<file path="src/counter_pkg.sv">
package counter_pkg;

    // Stage counts of the counter family
    localparam int unsigned STAGES      = 6;                // Binary, ripple and shift length
    localparam int unsigned PAIRS       = 3;                // Hybrid counter pairs
    localparam int unsigned DIV5_W      = 3;                // Divide-by-five shift stages
    localparam int unsigned DIVN_W      = 4;                // Divide-by-10/11 counter width

    // Reset values
    localparam logic [5:0]  STAGE_RST   = 6'h00;            // All stages clear
    localparam logic [5:0]  PAIR_RST    = 6'h00;            // Hybrid pairs clear
    localparam logic [2:0]  DIV5_RST    = 3'h0;             // Divide-by-five start
    localparam logic [3:0]  DIVN_RST    = 4'h0;             // Divider count start

    // Shift counter special states (bit 0 is the first stage)
    localparam logic [5:0]  ALL_ONES    = 6'h3F;            // Excluded lockup state
    localparam logic [5:0]  MLS_RECOVER = 6'h01;            // First stage set, rest clear
    localparam logic [5:0]  FIVE_ONES   = 6'h1F;            // First five stages set

    // Hybrid pair state that lets the next pair advance
    localparam logic [1:0]  PAIR_CARRY  = 2'h2;             // First=0, second=1

    // Divide-by-10/11 counts
    localparam logic [3:0]  DIV10_LAST  = 4'h9;             // Last count, divide by 10
    localparam logic [3:0]  DIV11_LAST  = 4'hA;             // Last count, divide by 11
    localparam logic [3:0]  DIVN_HIGH   = 4'h6;             // Counts with output high

    // Two-flop synchroniser stage for the external control pins
    typedef struct packed {
        logic [5:0] hold;                                   // Per-stage hold request
        logic [5:0] set;                                    // Per-stage direct set
        logic [5:0] clear;                                  // Per-stage direct clear
        logic       div11;                                  // Divide-by-11 select
    } ctrl_t;

    // Whole state of the counter set
    typedef struct packed {
        ctrl_t       sync1;                                 // First synchroniser rank
        ctrl_t       sync2;                                 // Second synchroniser rank
        logic [5:0]  bin;                                   // Synchronous binary counter
        logic [5:0]  ripple;                                // Ripple counter stages
        logic        ripple_tc;                             // Divide-by-64 terminal count
        logic [5:0]  mls;                                   // Maximal-length shift counter
        logic [5:0]  full;                                  // Full-length shift counter
        logic [5:0]  hybrid;                                // Paired count-by-4 counter
        logic        toggle;                                // Prescaler input toggle stage
        logic [2:0]  div5;                                  // Prescaler divide-by-five
        logic        pre_out;                               // Prescaler output
        logic [3:0]  divn;                                  // Divide-by-10/11 count
        logic        divn_last11;                           // Modulus latched at wrap
        logic        divn_out;                              // Divide-by-10/11 output
    } state_t;

endpackage : counter_pkg

</file>
<file path="src/counter_set.sv">
`timescale 1ns/1ns
`default_nettype none

// Functional notes
// Binary stages toggle, loading their own inverse
// Binary first stage toggles every clock
// Higher stage toggles when all lower ones
// Ripple terminal count marks all-ones state
// Shift counter: toggle first when last zero
// All-ones lockup forces first-stage-only state
// That feedback only for listed stage counts
// Full variant includes all-ones, 64 states
// Hybrid pair advances when lower pairs 01
// Toggle stage clocks divide-by-five shift counter
// Prescaler 60/40 duty, no lockup states
// Basic divider gives one cycle per ten
// External select chooses divide 10 or 11
// Stages change on edges; set/clear override
// Outside logic changes enables while clock high
// Reset clears every counter stage
// Held enable freezes that stage's value
module counter_set
    import counter_pkg::*;
(
    input  wire logic       clk,            // Count clock, 100 MHz
    input  wire logic       rst_b,          // Synchronous reset, active low
    input  wire logic [5:0] stage_hold,     // Per-stage hold, high freezes stage
    input  wire logic [5:0] stage_set,      // Per-stage direct set, active high
    input  wire logic [5:0] stage_clear,    // Per-stage direct clear, active high
    input  wire logic       div11_sel,      // High selects divide by 11
    output logic      [5:0] bin_count,      // Synchronous binary count
    output logic      [5:0] ripple_count,   // Ripple counter stages
    output logic            ripple_tc,      // Divide-by-64 terminal count
    output logic      [5:0] mls_count,      // Maximal-length shift counter
    output logic      [5:0] full_count,     // Full-length shift counter
    output logic      [5:0] hybrid_count,   // Paired count-by-4 counter
    output logic            first_stage_output, // Shift counter first stage
    output logic            last_stage_output,  // Shift counter last stage
    output logic            pre_out,        // Divide-by-ten prescaler output
    output logic            divn_out        // Divide-by-10/11 output
);

    // Stage counts for which toggle-on-last-zero feedback is maximal
    function automatic logic len_ok(input int unsigned n);
        len_ok = (n == 2) || (n == 3) || (n == 4) || (n == 6) ||
                 (n == 7) || (n == 15) || (n == 22);
    endfunction : len_ok

    localparam logic MLS_FEEDBACK_OK = len_ok(STAGES);  // Feedback choice per length

    state_t s_q;                            // Registered state
    state_t s_d;                            // Next state

    // Next-state logic for every counter in the set
    always_comb begin
        logic       carry;                  // All lower binary stages are one
        logic       pair_go;                // All lower pairs in carry state
        logic       fb;                     // Shift counter feedback
        logic [3:0] last;                   // Active divider last count
        s_d = s_q;
        carry = 1'b1;
        pair_go = 1'b1;
        fb = 1'b0;
        last = DIV10_LAST;

        // Pin inputs cross into the clock domain by two flops
        s_d.sync1 = '{hold: stage_hold, set: stage_set, clear: stage_clear, div11: div11_sel};
        s_d.sync2 = s_q.sync1;

        // Synchronous binary counter; hold acts as the second ORed clock input
        for (int i = 0; i < STAGES; i++) begin
            // Hold request is expected to move only while the clock is high
            if (carry && !s_q.sync2.hold[i]) begin
                s_d.bin[i] = ~s_q.bin[i];
            end
            // Direct set and clear win over counting
            if (s_q.sync2.set[i]) begin
                s_d.bin[i] = 1'b1;
            end else if (s_q.sync2.clear[i]) begin
                s_d.bin[i] = 1'b0;
            end
            carry = carry & s_q.bin[i];
        end

        // Ripple counter: settling is free at one clock, so modelled as binary
        s_d.ripple = s_q.ripple + 6'h01;
        // Terminal count moves only entering and leaving all ones
        s_d.ripple_tc = (s_d.ripple == ALL_ONES);

        // Maximal-length shift counter, first stage is bit 0
        if (MLS_FEEDBACK_OK) begin
            fb = s_q.mls[0] ^ ~s_q.mls[STAGES-1];
        end else begin
            // Other lengths fall back to a twisted-ring feedback
            fb = ~s_q.mls[STAGES-1];
        end
        s_d.mls = {s_q.mls[STAGES-2:0], fb};
        if (s_q.mls == ALL_ONES) begin
            // Recover from the lockup state, making all-zeros terminal
            s_d.mls = MLS_RECOVER;
        end

        // Full-length variant: invert feedback when the first five are one
        s_d.full = {s_q.full[STAGES-2:0],
                    s_q.full[0] ^ ~s_q.full[STAGES-1] ^
                    (s_q.full[STAGES-2:0] == FIVE_ONES[STAGES-2:0])};

        // Hybrid counter: Johnson pairs chained on the carry state
        for (int p = 0; p < PAIRS; p++) begin
            if (pair_go) begin
                s_d.hybrid[2*p]   = ~s_q.hybrid[2*p+1];
                s_d.hybrid[2*p+1] = s_q.hybrid[2*p];
            end
            pair_go = pair_go & (s_q.hybrid[2*p +: 2] == PAIR_CARRY);
        end

        // Prescaler: divide by two, then rising toggle steps the by-five
        s_d.toggle = ~s_q.toggle;
        if (!s_q.toggle) begin
            // Loop 000,001,011,110,100; unused codes fall back within two steps
            s_d.div5 = {s_q.div5[1:0], ~(s_q.div5[1] | s_q.div5[2])};
        end
        // Last stage low for three of five steps gives 60/40
        s_d.pre_out = ~s_d.div5[2];

        // Divide-by-10/11; modulus changes only at wrap to avoid short cycles
        last = s_q.divn_last11 ? DIV11_LAST : DIV10_LAST;
        if (s_q.divn == last) begin
            s_d.divn = DIVN_RST;
            s_d.divn_last11 = s_q.sync2.div11;
        end else begin
            s_d.divn = s_q.divn + 4'h1;
        end
        s_d.divn_out = (s_d.divn < DIVN_HIGH);
    end

    // State register with synchronous reset
    always_ff @(posedge clk) begin
        if (!rst_b) begin
            s_q <= '0;
            s_q.bin <= STAGE_RST;
            s_q.ripple <= STAGE_RST;
            s_q.mls <= STAGE_RST;
            s_q.full <= STAGE_RST;
            s_q.hybrid <= PAIR_RST;
            s_q.div5 <= DIV5_RST;
            s_q.divn <= DIVN_RST;
            s_q.pre_out <= 1'b1;
            s_q.divn_out <= 1'b1;
        end else begin
            s_q <= s_d;
        end
    end

    // Outputs straight from flops
    assign bin_count          = s_q.bin;
    assign ripple_count       = s_q.ripple;
    assign ripple_tc          = s_q.ripple_tc;
    assign mls_count          = s_q.mls;
    assign full_count         = s_q.full;
    assign hybrid_count       = s_q.hybrid;
    assign first_stage_output = s_q.mls[0];
    assign last_stage_output  = s_q.mls[STAGES-1];
    assign pre_out            = s_q.pre_out;
    assign divn_out           = s_q.divn_out;

endmodule : counter_set

`default_nettype wire

</file>
<file path="config.mk">
export PLATFORM = sky130hd
export DESIGN_NAME = counter_set
export DESIGN_NICKNAME = d
export VERILOG_FILES = /design/src/counter_pkg.sv /design/src/counter_set.sv
export SDC_FILE = /design/constraint.sdc
export NUM_CORES = 1
export LEC_CHECK = 0
export BUFFER_PORTS_ARGS = -buffer_cell sky130_fd_sc_hd__buf_2
export CORE_AREA = 2 2 69 87
export CTS_CLUSTER_DIAMETER = 100
export DETAILED_ROUTE_END_ITERATION = 10
export DIE_AREA = 0 0 71 89
export GPL_ROUTABILITY_DRIVEN = 0
export GPL_TIMING_DRIVEN = 0
export PLACE_DENSITY = 0.75
export SLEW_MARGIN = 20
export SYNTH_ARGS = -nofsm -noshare
export SYNTH_HDL_FRONTEND = slang
export SYNTH_SLANG_ARGS = --single-unit
</file>
<file path="constraint.sdc">
create_clock -name clk -period 1.6 [get_ports clk]
set_input_delay 0.08 -clock clk [delete_from_list [all_inputs] [get_ports clk]]
set_output_delay 0.08 -clock clk [all_outputs]
set_load 0.1 [all_outputs]
</file>
; ---- Yosys cells after proc, flatten, opt, wreduce, memory -nomap -nowiden
; Index checks and enable logic that the tools add are counted.
[totals]
reg_bits = 80
latch_bits = 0
ramBits = 0
rom_bits = 0
in_bits = 21
out_inout_bits = 35
elab_cells = 101
n_memories = 0
[classes]
add_sub_neg = 2
mul = 0
div = 0
magnitude_cmp = 1
eq_ne = 7
shifts = 0
mux = 22
bitwise = 24
reduce_logical = 16
[ops]
columns = cell, n
row1 = $mux 1, 19
row2 = $not 1->1, 15
row3 = $reduce_bool 3->1, 5
row4 = $eq 6x6->1 const B, 2
row5 = $add 6x1->6 const B, 1
row6 = $and 1x1->1, 5
row7 = $eq 5x5->1 const B, 1
row8 = $logic_and 1x1->1, 5
row9 = $logic_not 1->1, 5
row10 = $add 4x1->4 const B, 1
row11 = $eq 2x2->1 const B, 2
row12 = $eq 4x4->1, 1
row13 = $lt 4x3->1 const B, 1
row14 = $mux 4, 1
row15 = $mux 3, 1
row16 = $ne 3x3->1 const B, 1
row17 = $xor 1x1->1, 3
row18 = $mux 2, 1
row19 = $reduce_or 2->1, 1
row20 = $or 1x1->1, 1

; ---- Depth between registers and ports, before layout
; Gate-level depths: netlist (run 1).
[depth]
word_depth = 8
depth_mapped = 5
depth_no_buf = 5

; ---- Worst setup path after synthesis (run 1)
; OpenSTA, ideal clock, no wires.
[synth_path]
path_type = register to register
from = reg s_q (netlist bit mls_count[0])
to = reg s_q (netlist bit mls_count[1])
setup_time_ps = 135
arrival_time_ps = 1631
required_ps = 1465
slack_ps = -166
stages_incl_launch_ff = 4
path_buffers = 0
period_less_slack_ps = 1766
cell_sequence = dfxtp_1 -> inv_1 -> o31ai_1 -> nor2_1
[synth_via]
elab_chain_len = 2
[synth_rtl]
columns = item, line_no
row1 = "start, declared", counter_set.sv:51  ; state_t s_q;
row2 = $eq 6x6->1, counter_set.sv:98  ; if (s_q.mls == ALL_ONES) begin
row3 = $reduce_or 2->1 (no source line), --
; Several ways; a longest one is shown, not always the timed one.
; A chain may end at the register's enable or synchronous reset.

; ---- Worst setup path in the final report (run 1)
[layout_path]
from = reg s_q (netlist bit bin_count[0])
to = out bin_count[0]
[layout_rtl]
columns = item, line_no
row1 = "end, declared", counter_set.sv:31  ; output logic [5:0] bin_count,
; No word-level cell between the ends.

==> parameters.txt, run 1 <==
Parameter                              Value

Status
  Status    finished, final reports clean

Setup path
  Nature of the critical path startpoint    register
  Slowest cell on the critical path    sky130_fd_sc_hd__dfxtp_1
  CP cell instances    buf_4 > buf_2
  Endpoint arrival time on the critical path    1.38 ns
  Worst path required time    1.52 ns
  Critical path buffers and inverters    2
  Crit. End Element    output port
  Longest individual stage delay on the worst path    0.47 ns
  Worst setup path category    reg2out
  Cell family with the largest share of critical-path delay    buffers and inverters
  Largest fanout on the critical path    6

Synthesis
  Cells after synthesis    276
  Yosys warns    0
  Most used flip-flop cell after synthesis    sky130_fd_sc_hd__dfxtp_1
  Sequential share of the synthesized area    0.566
  Number of enable flip-flop cells after synthesis    0
  Post-synth net total    300
  Synth Area per Inst    10.2 um2
  Synthesized flop and latch total    80
  Async SR Flop Fraction    0
  Post-synth cell types    32
  Post-synthesis cell area    2830 um2

Clock tree
  Count of clock tree sinks    80
  Count of buffers added by post-CTS timing repair for setup    0
  Maximum buffer depth of the clock tree    2
  Maximum level of the CTS H-tree    3
  Cell chosen for the clock root    sky130_fd_sc_hd__clkbuf_8
  Number of CTS-inserted buffers    9
  Resize count post-CTS    0
  Later-pin clock latency in the skew report    0.34 ns
  CTS Hold Buffers Added    19
  Clock-pin slew on the worst setup and hold paths    0.08 ns
  TritonCTS clock tree    built

Place
  Total placed cells including tap cells    394
  HPWL after DPL    3.15 mm
  Port Buf Inserts    54

Final layout
  Layout overhead on the synthesized area    27.3%
  Final nets    384
  Fraction of layout instances using a drive strength above 1    0.299
  Number of antenna repair diodes    0
  Non-filler cells in the finished layout    429

Hold path
  Path category of the worst min-delay check    in2reg

GRT
  Via count of the first global-routing pass    1780
  Pin count of the biggest net entering global routing    15
  Global-route wire length before repair    7.67 mm
  Gr busiest metal    met2
  Met2 demand-to-capacity share in global routing    0.283
  Met1 global-route usage    0.174
  Total global routing overflow    0
  Global routing met3 resource utilization    0.0530
  Initial antenna violation count    0
  Overall Global Routing Usage    0.162

Timing
  Final setup vio count    0
  Unrepaired setup endpoints after global routing    no
  Final slew viol count    0
  Total negative slack for setup checks    0 ns
  Maximum achievable frequency    0.686 GHz
  Hold Violations, Final    0
  Clock period minus worst slack    1.46 ns
  Worst Clk Skew    0.00716 ns
  Transition at the pin with the smallest max-transition slack    0.557 ns
  Relative slew margins    0.626
  Post-route fraction of the period consumed by the critical path    0.911

Pwr
  Static power due to leakage    0.00166 uW
  Pwr dens    1220 nW/um2
  Worst-case vdd ir drop    706 uV

Floorplan
  Standard cell core area    5440 um2
  Die extent in x    71 um
  Count of standard-cell rows    30
  I/O pins    56
  Die H    89 um
  Starting utilization of the core area    0.520
  Overall die area    6320 um2

Drt
  Via density per instance    4.50
  Wirelength per Cell    10.7 um
  Starting DRT DRC Count    56
  Routed Antenna Nets    0
  DR pass1 iterations    4
  Routed via count    1929
  Routed Wire Length    4.59 mm
  # DRC    0

Job
  Max-cap violations    0
worst reg2reg max path: stages (launching register included):
cell,delay (ns)
sky130_fd_sc_hd__dfxtp_1,0.47
sky130_fd_sc_hd__nand4_2,0.18
sky130_fd_sc_hd__or3_1,0.37
sky130_fd_sc_hd__a21oi_1,0.16
sky130_fd_sc_hd__o21a_1,0.12
synthesized netlist by cell type (5+ instances only):
master / count / share of area
sky130_fd_sc_hd__nand3_1: 5 / 0.0088
sky130_fd_sc_hd__o21ai_0: 5 / 0.0088
sky130_fd_sc_hd__inv_1: 9 / 0.012
sky130_fd_sc_hd__nand2_1: 6 / 0.0080
sky130_fd_sc_hd__xor2_1: 6 / 0.019
sky130_fd_sc_hd__clkbuf_1: 5 / 0.0066
sky130_fd_sc_hd__xnor2_1: 6 / 0.019
sky130_fd_sc_hd__a21oi_1: 7 / 0.012
sky130_fd_sc_hd__buf_4: 30 / 0.080
sky130_fd_sc_hd__nor2_1: 31 / 0.041
sky130_fd_sc_hd__and2_1: 44 / 0.097
sky130_fd_sc_hd__dfxtp_1: 80 / 0.57
metal layers:
| metal | part of all wire | routed length (um) |
|---|---|---|
| met3 | 0.043 | 197 |
| met5 | 0 | 0 |
| met2 | 0.51 | 2320 |
| met1 | 0.43 | 1970 |
| met4 | 0.021 | 95 |
cells in the final DEF, fill, tap and decap left out, drive strengths merged:
| master | Yosys | final |
|---|---|---|
| mux2 | 1 | 1 |
| and3 | 1 | 1 |
| a31oi | 1 | 1 |
| bufinv | 0 | 2 |
| inv | 9 | 10 |
| buf | 33 | 87 |
| clkinvlp | 0 | 3 |
| nor3 | 1 | 1 |
| nand2b | 3 | 3 |
| xnor2 | 6 | 6 |
| a21oi | 7 | 7 |
| and2 | 44 | 44 |
| nand4 | 3 | 3 |
| mux2i | 4 | 4 |
| xor2 | 6 | 6 |
| nand3b | 4 | 4 |
| nand3 | 5 | 5 |
| and4b | 1 | 1 |
| or3 | 2 | 2 |
| clkbuf | 5 | 15 |
| o21a | 4 | 4 |
| and3b | 2 | 2 |
| nand2 | 6 | 6 |
| nor2b | 3 | 3 |
| nor3b | 2 | 2 |
| ha | 3 | 3 |
| o21ai | 5 | 5 |
| dfxtp | 80 | 80 |
| a2111oi | 1 | 1 |
| o31ai | 3 | 3 |
| nor2 | 31 | 31 |
| dlygate4sd3 | 0 | 19 |
layout make-up:
| type | instances | area (um2) |
|---|---|---|
| plain buffers | 38 | 259 |
| clock buffers | 10 | 138 |
| fillers | 419 | 1840 |
| well taps | 64 | 80.1 |
| multi-input cells | 149 | 933 |
| clock inverters | 6 | 91.3 |
| repair buffers | 73 | 460 |
| inverters | 9 | 33.8 |
| flip-flops and latches | 80 | 1600 |
registers in the layout, summed over array words and instances, names as in the netlist:
name,cells
s_q,28
s_d,19
bin_count,6
full_count,6
hybrid_count,6
mls_count,6
ripple_count,6
divn_out,1
pre_out,1
ripple_tc,1
logic make-up (layout without fill, tap and decap cells):
| logic type | Yosys count | count (layout) | share of synthesized area |
|---|---|---|---|
| AND/OR/NAND/NOR | 108 | 108 | 0.214 |
| XOR/XNOR | 12 | 12 | 0.0372 |
| multiplexers | 5 | 5 | 0.0181 |
| adder cells (fa/ha/maj) | 3 | 3 | 0.0133 |
| AO/OA/AOI/OAI | 21 | 21 | 0.0473 |
| flip-flops | 80 | 80 | 0.566 |
| buffers and inverters | 47 | 136 | 0.104 |
stage by stage:
stage	hold WS, ns	total power (uW)	cell area, um2	utilization	setup slack, ns
6_report	0.0943	4380	3600	0.661	0.143
3_3_place_gp	0.285	2750	3180	0.584	0.306
2_1_floorplan	0.207	2660	2830	-	0.177
5_1_grt	0.0983	4570	3600	0.661	0.0612
4_1_cts	0.0818	4420	3600	0.661	0.115
3_5_place_dp	0.288	2760	3180	0.584	0.251
where the power goes:
| group | internal, uW | switching (uW) | total (uW) |
|---|---|---|---|
| Clock | 925 | 705 | 1630 |
| Combinational | 195 | 395 | 590 |
| Sequential | 2090 | 69.5 | 2150 |
| Total | 3210 | 1170 | 4380 |
final timing paths:
path | to | start | cells after the start | slack [ns]
max | bin_count[0] | bin_count[0] | 2 | 0.14
max reg2reg | bin_count[5] | bin_count[0] | 4 | 0.24
min | s_q[2] | rst_b | 3 | 0.09
min reg2reg | s_q[47] | s_d[47] | 1 | 0.44
Power figures use the tool's default switching activity.
==> run 2: changes to the inputs <==
--- a/config.mk
+++ b/config.mk
@@ -5,14 +5,15 @@
 export SDC_FILE = /design/constraint.sdc
 export NUM_CORES = 1
 export LEC_CHECK = 0
+export ABC_AREA = 1
 export BUFFER_PORTS_ARGS = -buffer_cell sky130_fd_sc_hd__buf_2
-export CORE_AREA = 2 2 69 87
+export CORE_AREA = 2 2 69 88
 export CTS_CLUSTER_DIAMETER = 100
 export DETAILED_ROUTE_END_ITERATION = 10
-export DIE_AREA = 0 0 71 89
+export DIE_AREA = 0 0 71 90
 export GPL_ROUTABILITY_DRIVEN = 0
 export GPL_TIMING_DRIVEN = 0
-export PLACE_DENSITY = 0.75
+export PLACE_DENSITY = 0.77
 export SLEW_MARGIN = 20
 export SYNTH_ARGS = -nofsm -noshare
 export SYNTH_HDL_FRONTEND = slang
==> parameters.txt, run 2 <==
Parameter                              Value

Timing
  Post-route fraction of the period consumed by the critical path    0.873
  Transition at the pin with the smallest max-transition slack    0.505 ns
  Maximum achievable frequency    0.716 GHz
  Final setup vio count    0
  Final slew viol count    0
  Total negative slack for setup checks    0 ns
  Clock period minus worst slack    1.40 ns
  Unrepaired setup endpoints after global routing    no
  Hold Violations, Final    0
  Worst Clk Skew    0.00597 ns
  Worst hold slack across all endpoints    0.0517 ns
  Minimum setup slack in the final design    0.203 ns
  Relative slew margins    0.660

Synthesis
  Yosys warns    0
  Synthesized flop and latch total    80
  Cells after synthesis    360
  Sequential share of the synthesized area    0.546
  Most used flip-flop cell after synthesis    sky130_fd_sc_hd__dfxtp_1
  Post-synth cell types    24
  Number of enable flip-flop cells after synthesis    0
  Proportion of netlist area held by the largest area contributor    0.546
  Top cells by area, synth    sky130_fd_sc_hd__dfxtp_1 55%, sky130_fd_sc_hd__inv_1 10%, sky130_fd_sc_hd__nand2_1 9.1%
  Post-synth net total    384
  Synth Area per Inst    8.15 um2
  Async SR Flop Fraction    0
  Post-synthesis cell area    2930 um2
  Most numerous cell types in the synthesized netlist    80 x sky130_fd_sc_hd__dfxtp_1, 78 x sky130_fd_sc_hd__inv_1, 71 x sky130_fd_sc_hd__nand2_1
  Leading cell type by number of instances after synthesis    sky130_fd_sc_hd__dfxtp_1
  Top cell type by total area after synthesis    sky130_fd_sc_hd__dfxtp_1

Place
  Port Buf Inserts    55
  HPWL after DPL    3.38 mm
  Worst slack after detailed placement    0.437 ns

GRT
  Global-route wire length before repair    8.65 mm
  Via count of the first global-routing pass    2110
  Overall Global Routing Usage    0.171
  Pin count of the biggest net entering global routing    15
  Initial antenna violation count    0
  Total global routing overflow    0

Clock tree
  Resize count post-CTS    0
  Number of CTS-inserted buffers    9
  Maximum level of the CTS H-tree    3
  Maximum buffer depth of the clock tree    2
  TritonCTS clock tree    built
  Clock-pin slew on the worst setup and hold paths    0.08 ns
  Count of buffers added by post-CTS timing repair for setup    0
  Later-pin clock latency in the skew report    0.35 ns
  Count of clock tree sinks    80
  Cell chosen for the clock root    sky130_fd_sc_hd__clkbuf_8

Final layout
  Number of antenna repair diodes    0
  Biggest register    s_q
  Area used by sequential logic in the layout    1600 um2
  Fraction of layout instances using a drive strength above 1    0.264
  Final nets    469
  Most used cells in the layout excluding fill and tap cells    78 x sky130_fd_sc_hd__inv_1, 78 x sky130_fd_sc_hd__dfxtp_1, 71 x sky130_fd_sc_hd__nand2_1, 62 x sky130_fd_sc_hd__buf_2, 31 x sky130_fd_sc_hd__nor2_1
  Final-layout fill cell count    467
  Flip-flop count of the largest register, all copies and words added    28
  Layout overhead on the synthesized area    26.2%
  Utilization after layout    0.658
  Multi-input combinational cell area    774 um2

Setup path
  Largest fanout on the critical path    5
  Worst path required time    1.52 ns
  Endpoint arrival time on the critical path    1.32 ns
  Nature of the critical path startpoint    register
  Crit. End Element    output port
  Worst setup path category    reg2out

Drt
  Routed length on met2    2.57 mm
  DR pass1 iterations    4
  Routed via count    2232
  Via density per instance    4.33
  Routed Antenna Nets    0
  Wirelength per Cell    9.78 um
  M1 wire length    2.13 mm
  Routed Wire Length    5.04 mm
  Starting DRT DRC Count    78
  Routed length on met3    236 um
  # DRC    0
  Top metal layer carrying routed signals    met4

Floorplan
  Starting utilization of the core area    0.521
  Count of standard-cell rows    31
  Overall die area    6390 um2
  Die extent in x    71 um
  Standard cell core area    5620 um2
  Die H    90 um
  I/O pins    56

Status
  Status    finished, final reports clean

Hold path
  Path category of the worst min-delay check    in2reg

Job
  Max-cap violations    0

Pwr
  Pwr dens    1180 nW/um2
  Worst-case vdd ir drop    726 uV
  Static power due to leakage    0.00205 uW
run 2: cell count changes in the layout (fill, tap and decap cells not counted), moves of 3 or more:
| cell | change |
|---|---|
| sky130_fd_sc_hd__a21oi_1 | +6 |
| sky130_fd_sc_hd__and2_1 | -44 |
| sky130_fd_sc_hd__buf_2 | +5 |
| sky130_fd_sc_hd__clkbuf_1 | -5 |
| sky130_fd_sc_hd__inv_1 | +69 |
| sky130_fd_sc_hd__mux2i_1 | -4 |
| sky130_fd_sc_hd__nand2_1 | +65 |
| sky130_fd_sc_hd__nand3_1 | +4 |
| sky130_fd_sc_hd__nor2_2 | +3 |
| sky130_fd_sc_hd__nor2b_1 | -3 |
| sky130_fd_sc_hd__o21a_1 | -4 |
| sky130_fd_sc_hd__o21ai_0 | +6 |
| sky130_fd_sc_hd__o31ai_1 | -3 |
| sky130_fd_sc_hd__xnor2_1 | -5 |
run 2: power breakdown:
group / switching [uW] / internal, uW / total (uW)
combinational: 444 / 185 / 629
clock: 723 / 880 / 1600
sequential: 64.3 / 2090 / 2150
run 2: layout make-up:
type	instances	share of cell area
buffer	37	0.0703
clock buffer	9	0.0335
inverter	79	0.0801
multi-input combinational	164	0.209
timing repair buffer	74	0.126
clock inverter	7	0.0257
sequential	80	0.433
tap	66	0.0223
run 2: logic make-up (layout without fill, tap and decap cells):
kind of cell | count (synthesis) | after routing | synth area share
AO/OA/AOI/OAI | 27 | 27 | 0.0482
XOR/XNOR | 6 | 6 | 0.0179
adder cells (fa/ha/maj) | 3 | 3 | 0.0128
buffers and inverters | 116 | 206 | 0.190
flip-flops | 80 | 80 | 0.546
AND/OR/NAND/NOR | 128 | 128 | 0.185
run 2: worst paths after layout:
kind / startpoint / to / slack (ns) / depth (start not counted)
setup reg to reg: ripple_count[0] / ripple_tc / 0.40 / 5
setup / recovery: ripple_count[0] / ripple_count[0] / 0.20 / 2
hold / removal: rst_b / bin_count[3] / 0.05 / 3
hold reg to reg: s_d[55] / s_q[55] / 0.41 / 2
run 2: critical path, cell delays in order, from the launching register on:
cell and delay [ns]:
sky130_fd_sc_hd__dfxtp_1 0.42, sky130_fd_sc_hd__buf_4 0.14, sky130_fd_sc_hd__buf_2 0.41
run 2: timing repair:
action / CTS / global route
endpoints found under the setup margin: 0 / 0
endpoints found under the hold margin: 19 / 0
hold buffers: 19 / 0
run 2: stage by stage:
stage | instances | total power (uW) | cell area (um2)
after floorplan | 360 | 2680 | 2940
after global placement | 481 | 2780 | 3290
after detailed placement | 481 | 2790 | 3290
after CTS | 516 | 4420 | 3700
after global routing | 516 | 4560 | 3700
final | 516 | 4390 | 3700
run 2: routing by layer:
layer,vias to the layer above,track usage
met2,50,0.307
met1,975,0.181
met4,0,0.0849
li1,1198,-
met5,-,0
met3,9,0.0460
==> run 3: changes to the inputs <==
--- a/config.mk
+++ b/config.mk
@@ -14,6 +14,7 @@
 export GPL_ROUTABILITY_DRIVEN = 0
 export GPL_TIMING_DRIVEN = 0
 export PLACE_DENSITY = 0.77
+export RECOVER_POWER = 100
 export SLEW_MARGIN = 20
 export SYNTH_ARGS = -nofsm -noshare
 export SYNTH_HDL_FRONTEND = slang
==> parameters.txt, run 3 (synthesis gave the netlist of run 2 again) <==
Parameter                              Value

Setup path
  Nature of the critical path startpoint    register
  Endpoint arrival time on the critical path    1.34 ns
  Worst setup path category    reg2out
  Crit. End Element    output port
  Worst path required time    1.52 ns
  Largest fanout on the critical path    5
  Register-to-register setup slack    0.42 ns

Final layout
  Final nets    469
  Biggest register    s_q
  Area used by sequential logic in the layout    1600 um2
  Non-filler cells in the finished layout    516
  Most used cells in the layout excluding fill and tap cells    79 x sky130_fd_sc_hd__dfxtp_1, 78 x sky130_fd_sc_hd__inv_1, 72 x sky130_fd_sc_hd__nand2_1, 35 x sky130_fd_sc_hd__clkbuf_2, 34 x sky130_fd_sc_hd__nor2_1
  Flip-flop count of the largest register, all copies and words added    28
  Layout overhead on the synthesized area    25.3%
  Multi-input combinational cell area    754 um2
  Number of antenna repair diodes    0
  Most common cell after layout, fill and taps aside    sky130_fd_sc_hd__dfxtp_1
  Fraction of layout instances using a drive strength above 1    0.238
  Final-layout fill cell count    479

Clock tree
  TritonCTS clock tree    built
  Maximum buffer depth of the clock tree    2
  Later-pin clock latency in the skew report    0.35 ns
  Count of clock tree sinks    80
  Clock-pin slew on the worst setup and hold paths    0.08 ns
  Cell chosen for the clock root    sky130_fd_sc_hd__clkbuf_8
  Resize count post-CTS    0
  Maximum level of the CTS H-tree    3
  Number of CTS-inserted buffers    9

Place
  Port Buf Inserts    55
  Total placed cells including tap cells    481
  HPWL after DPL    3.38 mm
  Worst slack after detailed placement    0.437 ns

Drt
  Routed Antenna Nets    0
  Via density per instance    4.34
  Routed Wire Length    5.04 mm
  Wirelength per Cell    9.76 um
  DR pass1 iterations    4
  # DRC    0
  Routed via count    2239
  Starting DRT DRC Count    79

Timing
  Maximum achievable frequency    0.704 GHz
  Relative slew margins    0.641
  Final slew viol count    0
  Unrepaired setup endpoints after global routing    no
  Worst Clk Skew    0.00537 ns
  Total negative slack for setup checks    0 ns
  Clock period minus worst slack    1.42 ns
  Final setup vio count    0
  Hold Violations, Final    0
  Worst hold slack across all endpoints    0.0771 ns
  Minimum setup slack in the final design    0.180 ns
  Transition at the pin with the smallest max-transition slack    0.541 ns
  Post-route fraction of the period consumed by the critical path    0.888

Floorplan
  Starting utilization of the core area    0.521
  Die H    90 um
  Count of standard-cell rows    31
  Standard cell core area    5620 um2
  Die extent in x    71 um
  Overall die area    6390 um2
  I/O pins    56

Pwr
  Pwr dens    1190 nW/um2
  Static power due to leakage    0.00201 uW
  Worst-case vdd ir drop    720 uV

Status
  Status    finished, final reports clean

Job
  Max-cap violations    0

GRT
  Total global routing overflow    0
  Global-route wire length before repair    8.65 mm
  Initial antenna violation count    0
  Overall Global Routing Usage    0.171
  Pin count of the biggest net entering global routing    15
  Via count of the first global-routing pass    2110

Hold path
  Path category of the worst min-delay check    in2reg
run 3: cell count changes in the layout (fill, tap and decap cells not counted), moves of 2 or more:
cell,previous run,this run
sky130_fd_sc_hd__clkbuf_1,0,6
sky130_fd_sc_hd__nor2_1,31,34
sky130_fd_sc_hd__buf_2,62,21
sky130_fd_sc_hd__nor2_2,3,1
sky130_fd_sc_hd__clkbuf_2,0,35
run 3: report_power, final:
group          internal, uW  switching, uW
combinational           181            444
sequential             2090           62.4
clock                   880            721
total                  3150           1230
run 3: stage by stage:
| stage | utilization | area [um2] | power (uW) |
|---|---|---|---|
| 6_report | 0.653 | 3670 | 4380 |
| 4_1_cts | 0.658 | 3700 | 4420 |
| 5_1_grt | 0.653 | 3670 | 4550 |
| 3_3_place_gp | 0.586 | 3290 | 2780 |
| 2_1_floorplan | - | 2940 | 2680 |
| 3_5_place_dp | 0.586 | 3290 | 2790 |
run 3: repair_timing:
action	CTS	global route
setup endpoints to repair	0	0
buffers inserted	0	0
hold buffers	19	0
endpoints found under the hold margin	19	0
run 3: cell type report:
type / count / area share
Clock buffer: 9 / 0.0337
Inverter: 79 / 0.0807
Timing Repair Buffer: 74 / 0.126
Tap cell: 66 / 0.0225
Clock inverter: 7 / 0.0259
Buffer: 37 / 0.0691
Sequential cell: 80 / 0.436
Multi-Input combinational cell: 164 / 0.205
run 3: path summary, 6_finish.rpt:
path / start / to / cells after the start
worst max-delay path: bin_count[3] / bin_count[3] / 2
worst min-delay path: rst_b / bin_count[3] / 3
worst max register to register: ripple_count[0] / ripple_tc / 5
worst min register to register: s_d[60] / s_q[60] / 2
run 3: per-layer routing:
layer  global-route usage  part of all wire  vias to the layer above
met5                    0                 0                        -
met4               0.0849             0.020                        0
met3               0.0460             0.046                        9
met2                0.307              0.51                       54
met1                0.181              0.42                      976
li1                     -                 -                     1200
run 3: worst max-delay path, cell delays in order (launching register included):
cell and delay (ns):
sky130_fd_sc_hd__dfxtp_1 0.41, sky130_fd_sc_hd__buf_4 0.13, sky130_fd_sc_hd__clkbuf_2 0.44
